File: src/core/deviation_defs.svh
// constants for the position deviation monitor
// included by bare name; definitions only
`ifndef DEVIATION_DEFS_SVH
`define DEVIATION_DEFS_SVH

`define DEV_POS_W 32
`define DEV_ERR_W 33
`define DEV_LIMIT_W 30
`define DEV_PCT_W 7
`define DEV_ADDR_W 4
`define DEV_DATA_W 32

// register offsets (byte addresses)
`define DEV_REG_ALARM_LIMIT 4'h0
`define DEV_REG_WARN_PCT 4'h4
`define DEV_REG_CONTROL 4'h8
`define DEV_REG_STATUS 4'hC

// control register bit positions
`define DEV_CTRL_POS_MODE 0
`define DEV_CTRL_ALARM_CLR 1

// reset values and legal ranges
`define DEV_LIMIT_RESET 30'h00500000
`define DEV_LIMIT_MIN 30'h00000001
`define DEV_LIMIT_MAX 30'h3FFFFFFF
`define DEV_PCT_RESET 7'h64
`define DEV_PCT_MIN 7'h0A
`define DEV_PCT_MAX 7'h64
`define DEV_PCT_DIV 7'h64

`endif

File: src/core/deviation_pkg.sv
// types for the position deviation monitor
// needs deviation_defs.svh on the include path
`include "deviation_defs.svh"

package deviation_pkg;

  typedef logic signed [`DEV_ERR_W-1:0] err_t;
  typedef logic [`DEV_ERR_W-1:0] mag_t;
  typedef logic [`DEV_LIMIT_W-1:0] limit_t;
  typedef logic [`DEV_PCT_W-1:0] pct_t;

  typedef enum logic [1:0] {
    MON_IDLE = 2'b00,
    MON_WATCH = 2'b01,
    MON_TRIPPED = 2'b10
  } mon_state_t;

endpackage

File: src/core/deviation_error_calc.sv
// position error and its magnitude, registered
// inputs are on clk_sys, no synchroniser needed
`timescale 1ns/100ps
`default_nettype none
`include "deviation_defs.svh"

module deviation_error_calc
(
  input wire logic clk_sys,
  input wire logic resetn,
  input wire logic sampleValid,
  input wire logic signed [`DEV_POS_W-1:0] commandPos,
  input wire logic signed [`DEV_POS_W-1:0] actualPos,
  output logic signed [`DEV_ERR_W-1:0] posError,
  output logic [`DEV_ERR_W-1:0] errMagnitude,
  output logic errValid
);

  typedef struct packed {
    deviation_pkg::err_t err;
    deviation_pkg::mag_t mag;
    logic valid;
  } calc_state_t;

  calc_state_t state_q;
  calc_state_t state_d;

  function automatic deviation_pkg::mag_t absVal(input deviation_pkg::err_t v);
    absVal = v[`DEV_ERR_W-1] ? deviation_pkg::mag_t'(-v) : deviation_pkg::mag_t'(v);
  endfunction

  // ----------------------------------------
  // error computation
  // ----------------------------------------
  always_comb
  begin
    deviation_pkg::err_t diff;
    diff = deviation_pkg::err_t'(commandPos) - deviation_pkg::err_t'(actualPos);
    state_d = state_q;
    state_d.valid = sampleValid;
    if (sampleValid)
    begin
      state_d.err = diff;
      state_d.mag = absVal(diff);
    end
  end

  always_ff @(posedge clk_sys or negedge resetn)
  begin
    if (!resetn)
      state_q <= '0;
    else
      state_q <= state_d;
  end

  assign posError = state_q.err;
  assign errMagnitude = state_q.mag;
  assign errValid = state_q.valid;

  errorDiffCheck_a: assert property (@(posedge clk_sys) disable iff (!resetn)
    sampleValid |=> posError == deviation_pkg::err_t'($past(commandPos)) - deviation_pkg::err_t'($past(actualPos)))
    else $error("position error is not command minus actual");

endmodule
`default_nettype wire

File: src/core/deviation_threshold.sv
// warning threshold from limit and percentage
// limit and percentage come from registers on clk_sys
`timescale 1ns/100ps
`default_nettype none
`include "deviation_defs.svh"

module deviation_threshold
(
  input wire logic clk_sys,
  input wire logic resetn,
  input wire logic [`DEV_LIMIT_W-1:0] alarmLimit,
  input wire logic [`DEV_PCT_W-1:0] warnPercent,
  output logic [`DEV_LIMIT_W-1:0] warnLimit
);

  typedef struct packed {
    deviation_pkg::limit_t warn;
  } thr_state_t;

  thr_state_t state_q;
  thr_state_t state_d;

  // ----------------------------------------
  // limit * percent / 100, one cycle
  // ----------------------------------------
  always_comb
  begin
    logic [`DEV_LIMIT_W+`DEV_PCT_W-1:0] prod;
    prod = {`DEV_PCT_W'h0, alarmLimit} * {`DEV_LIMIT_W'h0, warnPercent};
    state_d.warn = deviation_pkg::limit_t'(prod / `DEV_PCT_DIV);
  end

  always_ff @(posedge clk_sys or negedge resetn)
  begin
    if (!resetn)
      state_q <= '0;
    else
      state_q <= state_d;
  end

  assign warnLimit = state_q.warn;

  warnNotAbove_a: assert property (@(posedge clk_sys) disable iff (!resetn)
    ##1 warnLimit <= $past(alarmLimit))
    else $error("warning limit exceeds alarm limit");

endmodule
`default_nettype wire

File: src/core/position_deviation_monitor.sv
// position deviation monitor: alarm, warning and motor stop
// register port on clk_sys; position samples from the loop on clk_sys
//
// Decided for this implementation: the strobed register port and the register offsets.
`timescale 1ns/100ps
`default_nettype none
`include "deviation_defs.svh"

module position_deviation_monitor
(
  input wire logic clk_sys,
  input wire logic resetn,
  input wire logic sampleValid,
  input wire logic signed [`DEV_POS_W-1:0] commandPos,
  input wire logic signed [`DEV_POS_W-1:0] actualPos,
  input wire logic [`DEV_ADDR_W-1:0] regAddr,
  input wire logic [`DEV_DATA_W-1:0] regWdata,
  input wire logic regWrite,
  input wire logic regRead,
  output logic [`DEV_DATA_W-1:0] regRdata,
  output logic deviationOverflowAlarm,
  output logic deviationOverflowWarning,
  output logic motorStop
);

  typedef struct packed {
    deviation_pkg::limit_t limit;
    deviation_pkg::pct_t pct;
    logic posMode;
    logic alarm;
    logic warn;
    deviation_pkg::mon_state_t mon;
    logic [`DEV_DATA_W-1:0] rdata;
  } mon_reg_t;

  mon_reg_t state_q;
  mon_reg_t state_d;

  logic signed [`DEV_ERR_W-1:0] posError;
  logic [`DEV_ERR_W-1:0] errMagnitude;
  logic errValid;
  logic [`DEV_LIMIT_W-1:0] warnLimit;

  function automatic deviation_pkg::limit_t clampLimit(input logic [`DEV_DATA_W-1:0] v);
    if (v[`DEV_DATA_W-1:`DEV_LIMIT_W] != '0)
      clampLimit = `DEV_LIMIT_MAX;
    else if (v[`DEV_LIMIT_W-1:0] < `DEV_LIMIT_MIN)
      clampLimit = `DEV_LIMIT_MIN;
    else
      clampLimit = v[`DEV_LIMIT_W-1:0];
  endfunction

  function automatic deviation_pkg::pct_t clampPct(input logic [`DEV_DATA_W-1:0] v);
    if (v > {25'h0, `DEV_PCT_MAX})
      clampPct = `DEV_PCT_MAX;
    else if (v[`DEV_PCT_W-1:0] < `DEV_PCT_MIN)
      clampPct = `DEV_PCT_MIN;
    else
      clampPct = v[`DEV_PCT_W-1:0];
  endfunction

  function automatic logic exceeds(input deviation_pkg::mag_t m, input deviation_pkg::limit_t l);
    exceeds = m > {3'h0, l};
  endfunction

  // ----------------------------------------
  // submodules
  // ----------------------------------------
  deviation_error_calc u_calc
  (
    .clk_sys(clk_sys),
    .resetn(resetn),
    .sampleValid(sampleValid),
    .commandPos(commandPos),
    .actualPos(actualPos),
    .posError(posError),
    .errMagnitude(errMagnitude),
    .errValid(errValid)
  );

  deviation_threshold u_thr
  (
    .clk_sys(clk_sys),
    .resetn(resetn),
    .alarmLimit(state_q.limit),
    .warnPercent(state_q.pct),
    .warnLimit(warnLimit)
  );

  // ----------------------------------------
  // registers, comparisons, alarm state
  // ----------------------------------------
  always_comb
  begin
    logic overAlarm;
    logic overWarn;
    logic clearReq;
    overAlarm = exceeds(errMagnitude, state_q.limit);
    overWarn = exceeds(errMagnitude, warnLimit);
    clearReq = 1'b0;
    state_d = state_q;
    state_d.rdata = '0;
    if (regWrite)
    begin
      case (regAddr)
        `DEV_REG_ALARM_LIMIT: state_d.limit = clampLimit(regWdata);
        `DEV_REG_WARN_PCT: state_d.pct = clampPct(regWdata);
        `DEV_REG_CONTROL:
        begin
          state_d.posMode = regWdata[`DEV_CTRL_POS_MODE];
          clearReq = regWdata[`DEV_CTRL_ALARM_CLR];
        end
        default: state_d.pct = state_q.pct;
      endcase
    end
    if (regRead)
    begin
      case (regAddr)
        `DEV_REG_ALARM_LIMIT: state_d.rdata = {2'h0, state_q.limit};
        `DEV_REG_WARN_PCT: state_d.rdata = {25'h0, state_q.pct};
        `DEV_REG_CONTROL: state_d.rdata = {31'h0, state_q.posMode};
        `DEV_REG_STATUS: state_d.rdata = {28'h0, state_q.mon, state_q.warn, state_q.alarm};
        default: state_d.rdata = '0;
      endcase
    end
    case (state_q.mon)
      deviation_pkg::MON_IDLE:
      begin
        state_d.warn = 1'b0;
        if (state_q.posMode)
          state_d.mon = deviation_pkg::MON_WATCH;
      end
      deviation_pkg::MON_WATCH:
      begin
        if (!state_q.posMode)
        begin
          state_d.mon = deviation_pkg::MON_IDLE;
          state_d.warn = 1'b0;
        end
        else if (errValid)
        begin
          state_d.warn = overWarn;
          if (overAlarm)
          begin
            state_d.alarm = 1'b1;
            state_d.mon = deviation_pkg::MON_TRIPPED;
          end
        end
      end
      deviation_pkg::MON_TRIPPED:
      begin
        if (state_q.posMode && errValid)
          state_d.warn = overWarn;
        else if (!state_q.posMode)
          state_d.warn = 1'b0;
        // a fresh overflow in the clear cycle keeps the alarm
        if (clearReq && !(state_q.posMode && errValid && overAlarm))
        begin
          state_d.alarm = 1'b0;
          state_d.mon = deviation_pkg::MON_IDLE;
        end
      end
      default: state_d.mon = deviation_pkg::MON_IDLE;
    endcase
  end

  always_ff @(posedge clk_sys or negedge resetn)
  begin
    if (!resetn)
    begin
      state_q <= '0;
      state_q.limit <= `DEV_LIMIT_RESET;
      state_q.pct <= `DEV_PCT_RESET;
    end
    else
      state_q <= state_d;
  end

  assign regRdata = state_q.rdata;
  assign deviationOverflowAlarm = state_q.alarm;
  assign deviationOverflowWarning = state_q.warn;
  assign motorStop = state_q.alarm;

  // ----------------------------------------
  // checks
  // ----------------------------------------
  alarmOnExcess_a: assert property (@(posedge clk_sys) disable iff (!resetn)
    (state_q.mon == deviation_pkg::MON_WATCH && state_q.posMode && errValid
      && errMagnitude > {3'h0, state_q.limit}) |=> deviationOverflowAlarm)
    else $error("alarm missed on excess error");

  stopWithAlarm_a: assert property (@(posedge clk_sys) disable iff (!resetn)
    $rose(deviationOverflowAlarm) |-> motorStop ##1 motorStop)
    else $error("motor not stopped on alarm");

  modeGate_a: assert property (@(posedge clk_sys) disable iff (!resetn)
    (!state_q.posMode && !deviationOverflowAlarm) |=> !$rose(deviationOverflowAlarm))
    else $error("alarm raised outside position mode");

  limitRange_a: assert property (@(posedge clk_sys) disable iff (!resetn)
    (regWrite && regAddr == `DEV_REG_ALARM_LIMIT) |=>
      state_q.limit >= `DEV_LIMIT_MIN && state_q.limit == clampLimit($past(regWdata)))
    else $error("alarm limit write not applied");

  pctRange_a: assert property (@(posedge clk_sys) disable iff (!resetn)
    ##1 (state_q.pct >= `DEV_PCT_MIN && state_q.pct <= `DEV_PCT_MAX))
    else $error("warning percent out of range");

  alarmLatched_a: assert property (@(posedge clk_sys) disable iff (!resetn)
    (deviationOverflowAlarm && !(regWrite && regAddr == `DEV_REG_CONTROL
      && regWdata[`DEV_CTRL_ALARM_CLR])) |=> deviationOverflowAlarm)
    else $error("alarm dropped without clear");

  warnLive_a: assert property (@(posedge clk_sys) disable iff (!resetn)
    (state_q.mon == deviation_pkg::MON_WATCH && state_q.posMode && errValid)
      |=> deviationOverflowWarning == ($past(errMagnitude) > {3'h0, $past(warnLimit)}))
    else $error("warning does not follow comparison");

  readLatency_a: assert property (@(posedge clk_sys) disable iff (!resetn)
    (regRead && regAddr == `DEV_REG_ALARM_LIMIT && !regWrite) |=> regRdata == {2'h0, $past(state_q.limit)})
    else $error("limit readback wrong");

  pctReadback_a: assert property (@(posedge clk_sys) disable iff (!resetn)
    (regRead && regAddr == `DEV_REG_WARN_PCT && !regWrite) |=> regRdata == {25'h0, $past(state_q.pct)})
    else $error("percent readback wrong");

  statusRead_a: assert property (@(posedge clk_sys) disable iff (!resetn)
    (regRead && regAddr == `DEV_REG_STATUS) |=>
      regRdata == {28'h0, $past(state_q.mon), $past(deviationOverflowWarning), $past(deviationOverflowAlarm)})
    else $error("status readback wrong");

  pctWrite_a: assert property (@(posedge clk_sys) disable iff (!resetn)
    (regWrite && regAddr == `DEV_REG_WARN_PCT) |=> state_q.pct == clampPct($past(regWdata)))
    else $error("warning percent write not applied");

  limitKept_a: assert property (@(posedge clk_sys) disable iff (!resetn)
    !(regWrite && regAddr == `DEV_REG_ALARM_LIMIT) |=> $stable(state_q.limit))
    else $error("alarm limit changed without write");

  pctKept_a: assert property (@(posedge clk_sys) disable iff (!resetn)
    !(regWrite && regAddr == `DEV_REG_WARN_PCT) |=> $stable(state_q.pct))
    else $error("warning percent changed without write");

  // ----------------------------------------
  // alarm state and mode checks
  // ----------------------------------------
  noFalseAlarm_a: assert property (@(posedge clk_sys) disable iff (!resetn)
    $rose(deviationOverflowAlarm) |->
      ($past(state_q.posMode) && $past(errValid) && $past(errMagnitude) > {3'h0, $past(state_q.limit)}))
    else $error("alarm raised without excess error");

  warnOffMode_a: assert property (@(posedge clk_sys) disable iff (!resetn)
    !state_q.posMode |=> !deviationOverflowWarning)
    else $error("warning raised outside position mode");

  warnIdle_a: assert property (@(posedge clk_sys) disable iff (!resetn)
    (state_q.mon == deviation_pkg::MON_IDLE)
      |=> !deviationOverflowWarning)
    else $error("warning raised while idle");

  idleStep_a: assert property (@(posedge clk_sys) disable iff (!resetn)
    (state_q.mon == deviation_pkg::MON_IDLE && state_q.posMode)
      |=> state_q.mon == deviation_pkg::MON_WATCH)
    else $error("monitor did not start watching");

  leaveWatch_a: assert property (@(posedge clk_sys) disable iff (!resetn)
    (state_q.mon == deviation_pkg::MON_WATCH && !state_q.posMode)
      |=> (state_q.mon == deviation_pkg::MON_IDLE && !deviationOverflowWarning))
    else $error("monitor kept watching outside position mode");

  clearDrops_a: assert property (@(posedge clk_sys) disable iff (!resetn)
    (deviationOverflowAlarm && regWrite && regAddr == `DEV_REG_CONTROL && regWdata[`DEV_CTRL_ALARM_CLR]
      && !(state_q.posMode && errValid && errMagnitude > {3'h0, state_q.limit}))
      |=> !deviationOverflowAlarm)
    else $error("alarm clear not applied");

  setWins_a: assert property (@(posedge clk_sys) disable iff (!resetn)
    (deviationOverflowAlarm && state_q.posMode && errValid && errMagnitude > {3'h0, state_q.limit})
      |=> deviationOverflowAlarm)
    else $error("clear beat a fresh overflow");

  trippedAlarm_a: assert property (@(posedge clk_sys) disable iff (!resetn)
    deviationOverflowAlarm == (state_q.mon == deviation_pkg::MON_TRIPPED))
    else $error("alarm and tripped state disagree");

  stopEqual_a: assert property (@(posedge clk_sys) disable iff (!resetn)
    motorStop == deviationOverflowAlarm)
    else $error("motor stop differs from alarm");

  warnTripped_a: assert property (@(posedge clk_sys) disable iff (!resetn)
    (state_q.mon == deviation_pkg::MON_TRIPPED && state_q.posMode && errValid)
      |=> deviationOverflowWarning == ($past(errMagnitude) > {3'h0, $past(warnLimit)}))
    else $error("warning frozen while tripped");

endmodule
`default_nettype wire

File: config.mk
export PLATFORM = sky130hd
export DESIGN_NAME = position_deviation_monitor
export DESIGN_NICKNAME = d
export VERILOG_FILES = /design/src/core/deviation_pkg.sv /design/src/core/deviation_error_calc.sv /design/src/core/deviation_threshold.sv /design/src/core/position_deviation_monitor.sv
export VERILOG_INCLUDE_DIRS = /design/src /design/src/core
export SDC_FILE = /design/constraint.sdc
export NUM_CORES = 1
export LEC_CHECK = 0
export BUFFER_PORTS_ARGS = -buffer_cell sky130_fd_sc_hd__buf_2
export CORE_MARGIN = 10
export CORE_UTILIZATION = 59
export CTS_BUF_LIST = sky130_fd_sc_hd__clkbuf_8
export CTS_CLUSTER_DIAMETER = 100
export DETAILED_ROUTE_END_ITERATION = 16
export PLACE_DENSITY_LB_ADDON = 0.15
export SLEW_MARGIN = 10
export SYNTH_ARGS = -nofsm -noshare
export SYNTH_HDL_FRONTEND = slang
export SYNTH_SLANG_ARGS = --single-unit
File: constraint.sdc
create_clock -name clk_sys -period 22.8 [get_ports clk_sys]
set_clock_uncertainty 0.2 [all_clocks]
set_input_delay 2.28 -clock clk_sys [delete_from_list [all_inputs] [get_ports clk_sys]]
set_output_delay 2.28 -clock clk_sys [all_outputs]
set_load 0.02 [all_outputs]
After elaboration in Yosys (flattened, before gate mapping)
Index checks and enable logic that the tools add are counted.
{"block": "classes", "n_lt_le_gt_ge": 5, "n_eq_ne": 13, "div": 1, "mux": 22, "reduce_logical": 15, "n_mul": 1, "n_addsub": 2}
{"cell": "case mux 30 bit (4 select lines)", "n": 1}
{"cell": "2-to-1 mux 30 bit", "n": 3}
{"cell": "greater-than comparator 33 x 30 -> 1 bit", "n": 2}
{"cell": "divider 37 x 7 -> 37 bit, second input constant", "n": 1}
{"cell": "multiplier 30 x 7 -> 37 bit", "n": 1}
{"cell": "2-to-1 mux 33 bit", "n": 1}
{"cell": "negation 33 bit", "n": 1}
{"cell": "subtractor 32 x 32 -> 33 bit", "n": 1}
{"cell": "greater-than comparator 32 x 7 -> 1 bit, second input constant", "n": 1}
{"cell": "less-than comparator 30 x 1 -> 1 bit, second input constant", "n": 1}
{"cell": "2-to-1 mux 7 bit", "n": 2}
{"cell": "== test 4 bit, second input constant", "n": 2}
{"cell": "!= test 2 bit, second input constant", "n": 4}
{"cell": "less-than comparator 7 x 4 -> 1 bit, second input constant", "n": 1}
{"cell": "2-to-1 mux 1 bit", "n": 7}
{"cell": "2-to-1 mux 2 bit", "n": 3}
{"cell": "!= test 3 bit, second input constant", "n": 2}
{"cell": "case mux 2 bit (3 select lines)", "n": 1}
{"cell": "AND reduction 2 bit", "n": 3}
{"cell": "AND reduction 5 bit", "n": 1}
{"cell": "== test 4 x 3 -> 1 bit, second input constant", "n": 1}
{"cell": "logical NOT 4 bit", "n": 1}
{"cell": "2-to-1 mux 4 bit", "n": 1}
{"cell": "AND reduction 4 bit", "n": 1}
{"cell": "other kinds (13)", "n": 16}
{"block": "totals", "reg_bits": 138, "output_inout_bits": 35, "elab_cells": 69}

Depth between registers and ports, before layout
{"block": "depth", "depth_word": 6, "mapped_depth": 89}

By module
Synthesis repeated with hierarchy kept, for this count alone.
{"block": "hier_totals", "cells_unflattened": 3185, "hier_area_um2": 26218.9}
{"module": "deviation_threshold", "area_each_um2": 16059.2, "instances": 1, "cells_per_inst": 2033}
{"module": "deviation_error_calc", "area_each_um2": 5466.5, "instances": 1, "cells_per_inst": 640}
{"module": "position_deviation_monitor", "area_each_um2": 4693.3, "instances": 1, "cells_per_inst": 512}

Worst setup path after synthesis
OpenSTA, ideal clock, no wires.
{"block": "synth_path", "kind": "register -> register", "startpoint": "register state_q[43] (netlist bit)", "endpoint": "register u_thr.state_q (netlist bit u_thr.warnLimit[0])", "path_slack_ns": 1.553, "t_required_ns": 22.470, "path_buffers": 3, "stages_incl_launch_ff": 78, "synth_period_minus_slack_ns": 21.247, "t_arrival_ns": 20.917, "cell_sequence": "dfstp_2 clkbuf_1 nand2_1 fa_1 inv_1 fa_1 fa_1 inv_1 fa_1 inv_1 ha_1 buf_2 nand4_1 or3_1 a2111oi_0 o31ai_1 a211o_4 nor3_1 [... 42 more ...] o211ai_1 a31oi_4 a31oi_2 a2111oi_0 a2111o_1 a311o_2 xnor2_2 nand2_1 a211o_1 a211o_4 a41oi_2 o211ai_1 nand2_1 mux2i_1 nand3_1 a31o_1 a221oi_2 o31ai_2"}
{"item": "from (decl)", "line_no": "position_deviation_monitor.sv:36", "source": "mon_reg_t state_q;"}
{"item": "from (signal assigned)", "line_no": "position_deviation_monitor.sv:176", "source": "state_q <= state_d;"}
{"item": "to (signal assigned)", "line_no": "deviation_threshold.sv:38", "source": "state_q <= state_d;"}
{"item": "to (decl)", "line_no": "deviation_threshold.sv:20", "source": "thr_state_t state_q;"}

==> impl_metrics.json <==
{
  "multi_input_area_sq_um": 18800,
  "setup-violations-final": 0,
  "drc": 0,
  "root_buffer": "clkbuf_8",
  "timing.rr.start": "state_q[42]$_DFFE_PN1P_",
  "syn-instance-count": 2807,
  "regToRegEndpoint": "u_thr.warnLimit[0]$_DFF_PN0_",
  "worst-path-max-fanout": 8,
  "holdPathStages": 1,
  "first_pass_iters": 8,
  "status": "finished clean",
  "die_y_um": 216,
  "cts_buffers": 17,
  "seq_area_frac_synth_pct": 15.1,
  "portBuffers": 137,
  "synthArstFlopShare_pct": 100,
  "yosysWarnings": 0,
  "slew_viol_final": 0,
  "clkLatencyLatePin_ps": 470,
  "ctsHoldBuffers": 0,
  "wl_mm": 72.2,
  "reg2regPathDepth": 81,
  "min_period_over_period_pct": 98.2,
  "drt-initial-drc-count": 2341,
  "clk_pin_slew_ps": 80,
  "yosysUniqueCellTypes": 138,
  "fin_tns_setup_ps": 0,
  "grt_pass1_vias": 22100,
  "r2r_setup_slack_ps": 410,
  "gp_congestion": 1.01,
  "htree_levels": 4,
  "overflow": 0,
  "hpwl_mm": 54.6,
  "hold_end": "u_calc.errMagnitude[32]$_DFFE_PN0P_",
  "arrival_ps": 22540,
  "synth-seq-cells": 136,
  "min_period_ps": 22390,
  "grt.busiest_layer": "met2",
  "cp-end-kind": "flip-flop",
  "slowest_delay_ps": 690,
  "maxCapViolCount": 0,
  "use_met3_pct": 4.50,
  "num-nets-final": 3531,
  "required_ps": 22950,
  "hold_viol": 0,
  "core_area_sq_um": 37800,
  "fillers": 2877,
  "ant_nets": 0,
  "grt_first_pass_wirelength_mm": 112,
  "grt_use_total_pct": 28.5,
  "critical_path_buf_inv_count": 10,
  "synth-edff-count": 0,
  "seqCellArea_sq_um": 3430,
  "cts_max_path_buffers": 2,
  "crit_top_cell": "buf_4",
  "fp-row-count": 71,
  "slew_headroom_pct": 23.7,
  "use_met1_pct": 37.5,
  "syn_area_per_cell_sq_um": 8.05,
  "fmax_mhz": 44.7,
  "wl_per_cell_um": 19.7,
  "antenna_found_initial": 1,
  "path_delay_family": "compound AO/OA/AOI/OAI gates",
  "crit_path_start_kind": "flip-flop",
  "num_io_pins": 140,
  "worst_pin_slew_ps": 1140,
  "ys.flop_type": "dfrtp_1",
  "synth_area_sq_um": 22600,
  "routed_via_density": 6.30,
  "use_met2_pct": 46.4,
  "hold_start": "u_calc.errMagnitude[32]$_DFFE_PN0P_",
  "initial_core_util_pct": 59.9,
  "cts.sinks": 136,
  "holdCritPathClass": "reg -> reg",
  "cts_tree": "built",
  "critPathKind": "reg -> reg",
  "area_delta_synth_final_pct": 21.8,
  "drive_above_1_share_pct": 25.6,
  "routed-via-count": 23100,
  "final_area_sq_um": 27500,
  "dieArea_sq_um": 46500,
  "grt_max_degree": 81,
  "cp_slowest_cell": "dfstp_4",
  "placed_area_sq_um": 25100,
  "fp.dieW_um": 216
}
per-layer routing:
metal / vias to the layer above / share of wire [%]
li1: 10700 / -
met5: - / 0
met4: 0 / 3.8
met2: 1131 / 47
met1: 11000 / 41
met3: 221 / 8.5
metrics by stage:
step	hold slack, ps	instances	setup WS, ps	utilization [%]
final	310	3660	414	72.9
after global routing	335	3658	-274	72.9
after CTS	313	3588	11.3	67.8
after detailed placement	294	3556	-357	66.5
after global placement	284	3556	239	66.5
after floorplan	274	2808	1550	-
state kept, by name, indices dropped and copies added (netlist names):
register,flops
regRdata,30
state_q,40
deviationOverflowWarning,1
u_calc.errMagnitude,33
deviationOverflowAlarm,1
u_calc.errValid,1
u_thr.warnLimit,30
synth_stat cells (all sizes together) (30+ instances only):
library cell / n / share of area [%]
o21ai: 128 / 2.9
o21a: 34 / 1.1
clkbuf: 86 / 1.4
ha: 152 / 8.4
and2: 178 / 4.9
o21bai: 33 / 1.1
o211ai: 40 / 1.4
o22a: 32 / 1.2
buf: 69 / 1.9
a21o: 55 / 1.8
nor2: 195 / 3.3
fa: 140 / 12
a211oi: 30 / 1.2
a21oi: 213 / 4.9
xor2: 52 / 2.0
inv: 260 / 4.3
nand3: 47 / 1.0
nand4: 33 / 1.0
nand2: 228 / 3.8
nor3: 87 / 2.0
dfrtp: 131 / 15
mux2i: 30 / 1.4
xnor2: 87 / 3.5
cells by family after synthesis:
family | Yosys count | share of synthesized area [%]
simple gates | 937 | 21.4
compound gates | 838 | 27.1
buf+inv | 416 | 7.69
fa+ha+maj | 293 | 20.9
xor+xnor | 139 | 5.52
flops | 136 | 15.1
mux | 47 | 2.30
other cells | 1 | 0.0166
layout make-up:
| type | count | share of cell area [%] |
|---|---|---|
| inverter | 261 | 3.56 |
| sequential | 136 | 12.5 |
| antenna | 2 | 0.0182 |
| multi-input combinational | 2257 | 68.5 |
| tap | 511 | 2.32 |
| clock buffer | 19 | 0.950 |
| clock inverter | 13 | 0.609 |
| timing repair buffer | 461 | 11.6 |
layout by cell type (no fill, tap or decap), types with 74 or more instances in the layout:
master,n
buf_4,312
inv_1,260
nand2_1,220
a21oi_1,189
nor2_1,187
and2_1,172
fa_1,140
buf_2,136
ha_1,134
dfrtp_1,128
o21ai_0,86
xnor2_1,76
nor3_1,74
worst max-delay path by stage:
stage                                  startpoint                      endpoint  slack, ps  cells past startpoint
after floorplan           state_q[43]$_DFFE_PN1P_  u_thr.warnLimit[0]$_DFF_PN0_       1550                     77
after global placement    state_q[41]$_DFFE_PN0P_  u_thr.warnLimit[0]$_DFF_PN0_        240                     82
after detailed placement  state_q[41]$_DFFE_PN0P_  u_thr.warnLimit[0]$_DFF_PN0_       -360                     82
after CTS                 state_q[41]$_DFFE_PN0P_  u_thr.warnLimit[0]$_DFF_PN0_         10                     81
after global routing      state_q[39]$_DFFE_PN1P_  u_thr.warnLimit[0]$_DFF_PN0_       -270                     88
final                     state_q[42]$_DFFE_PN1P_  u_thr.warnLimit[0]$_DFF_PN0_        410                     81
repair_timing:
action,4_1_cts,5_1_grt
buffers inserted,0,68
gates cloned,0,2
pin swaps,1,92
setup endpoints to repair,2,4
gates resized for setup,12,265
Power is left out: the tool's default activity adds up to more than one toggle a clock period on the data nets, which glitch-free logic cannot reach.
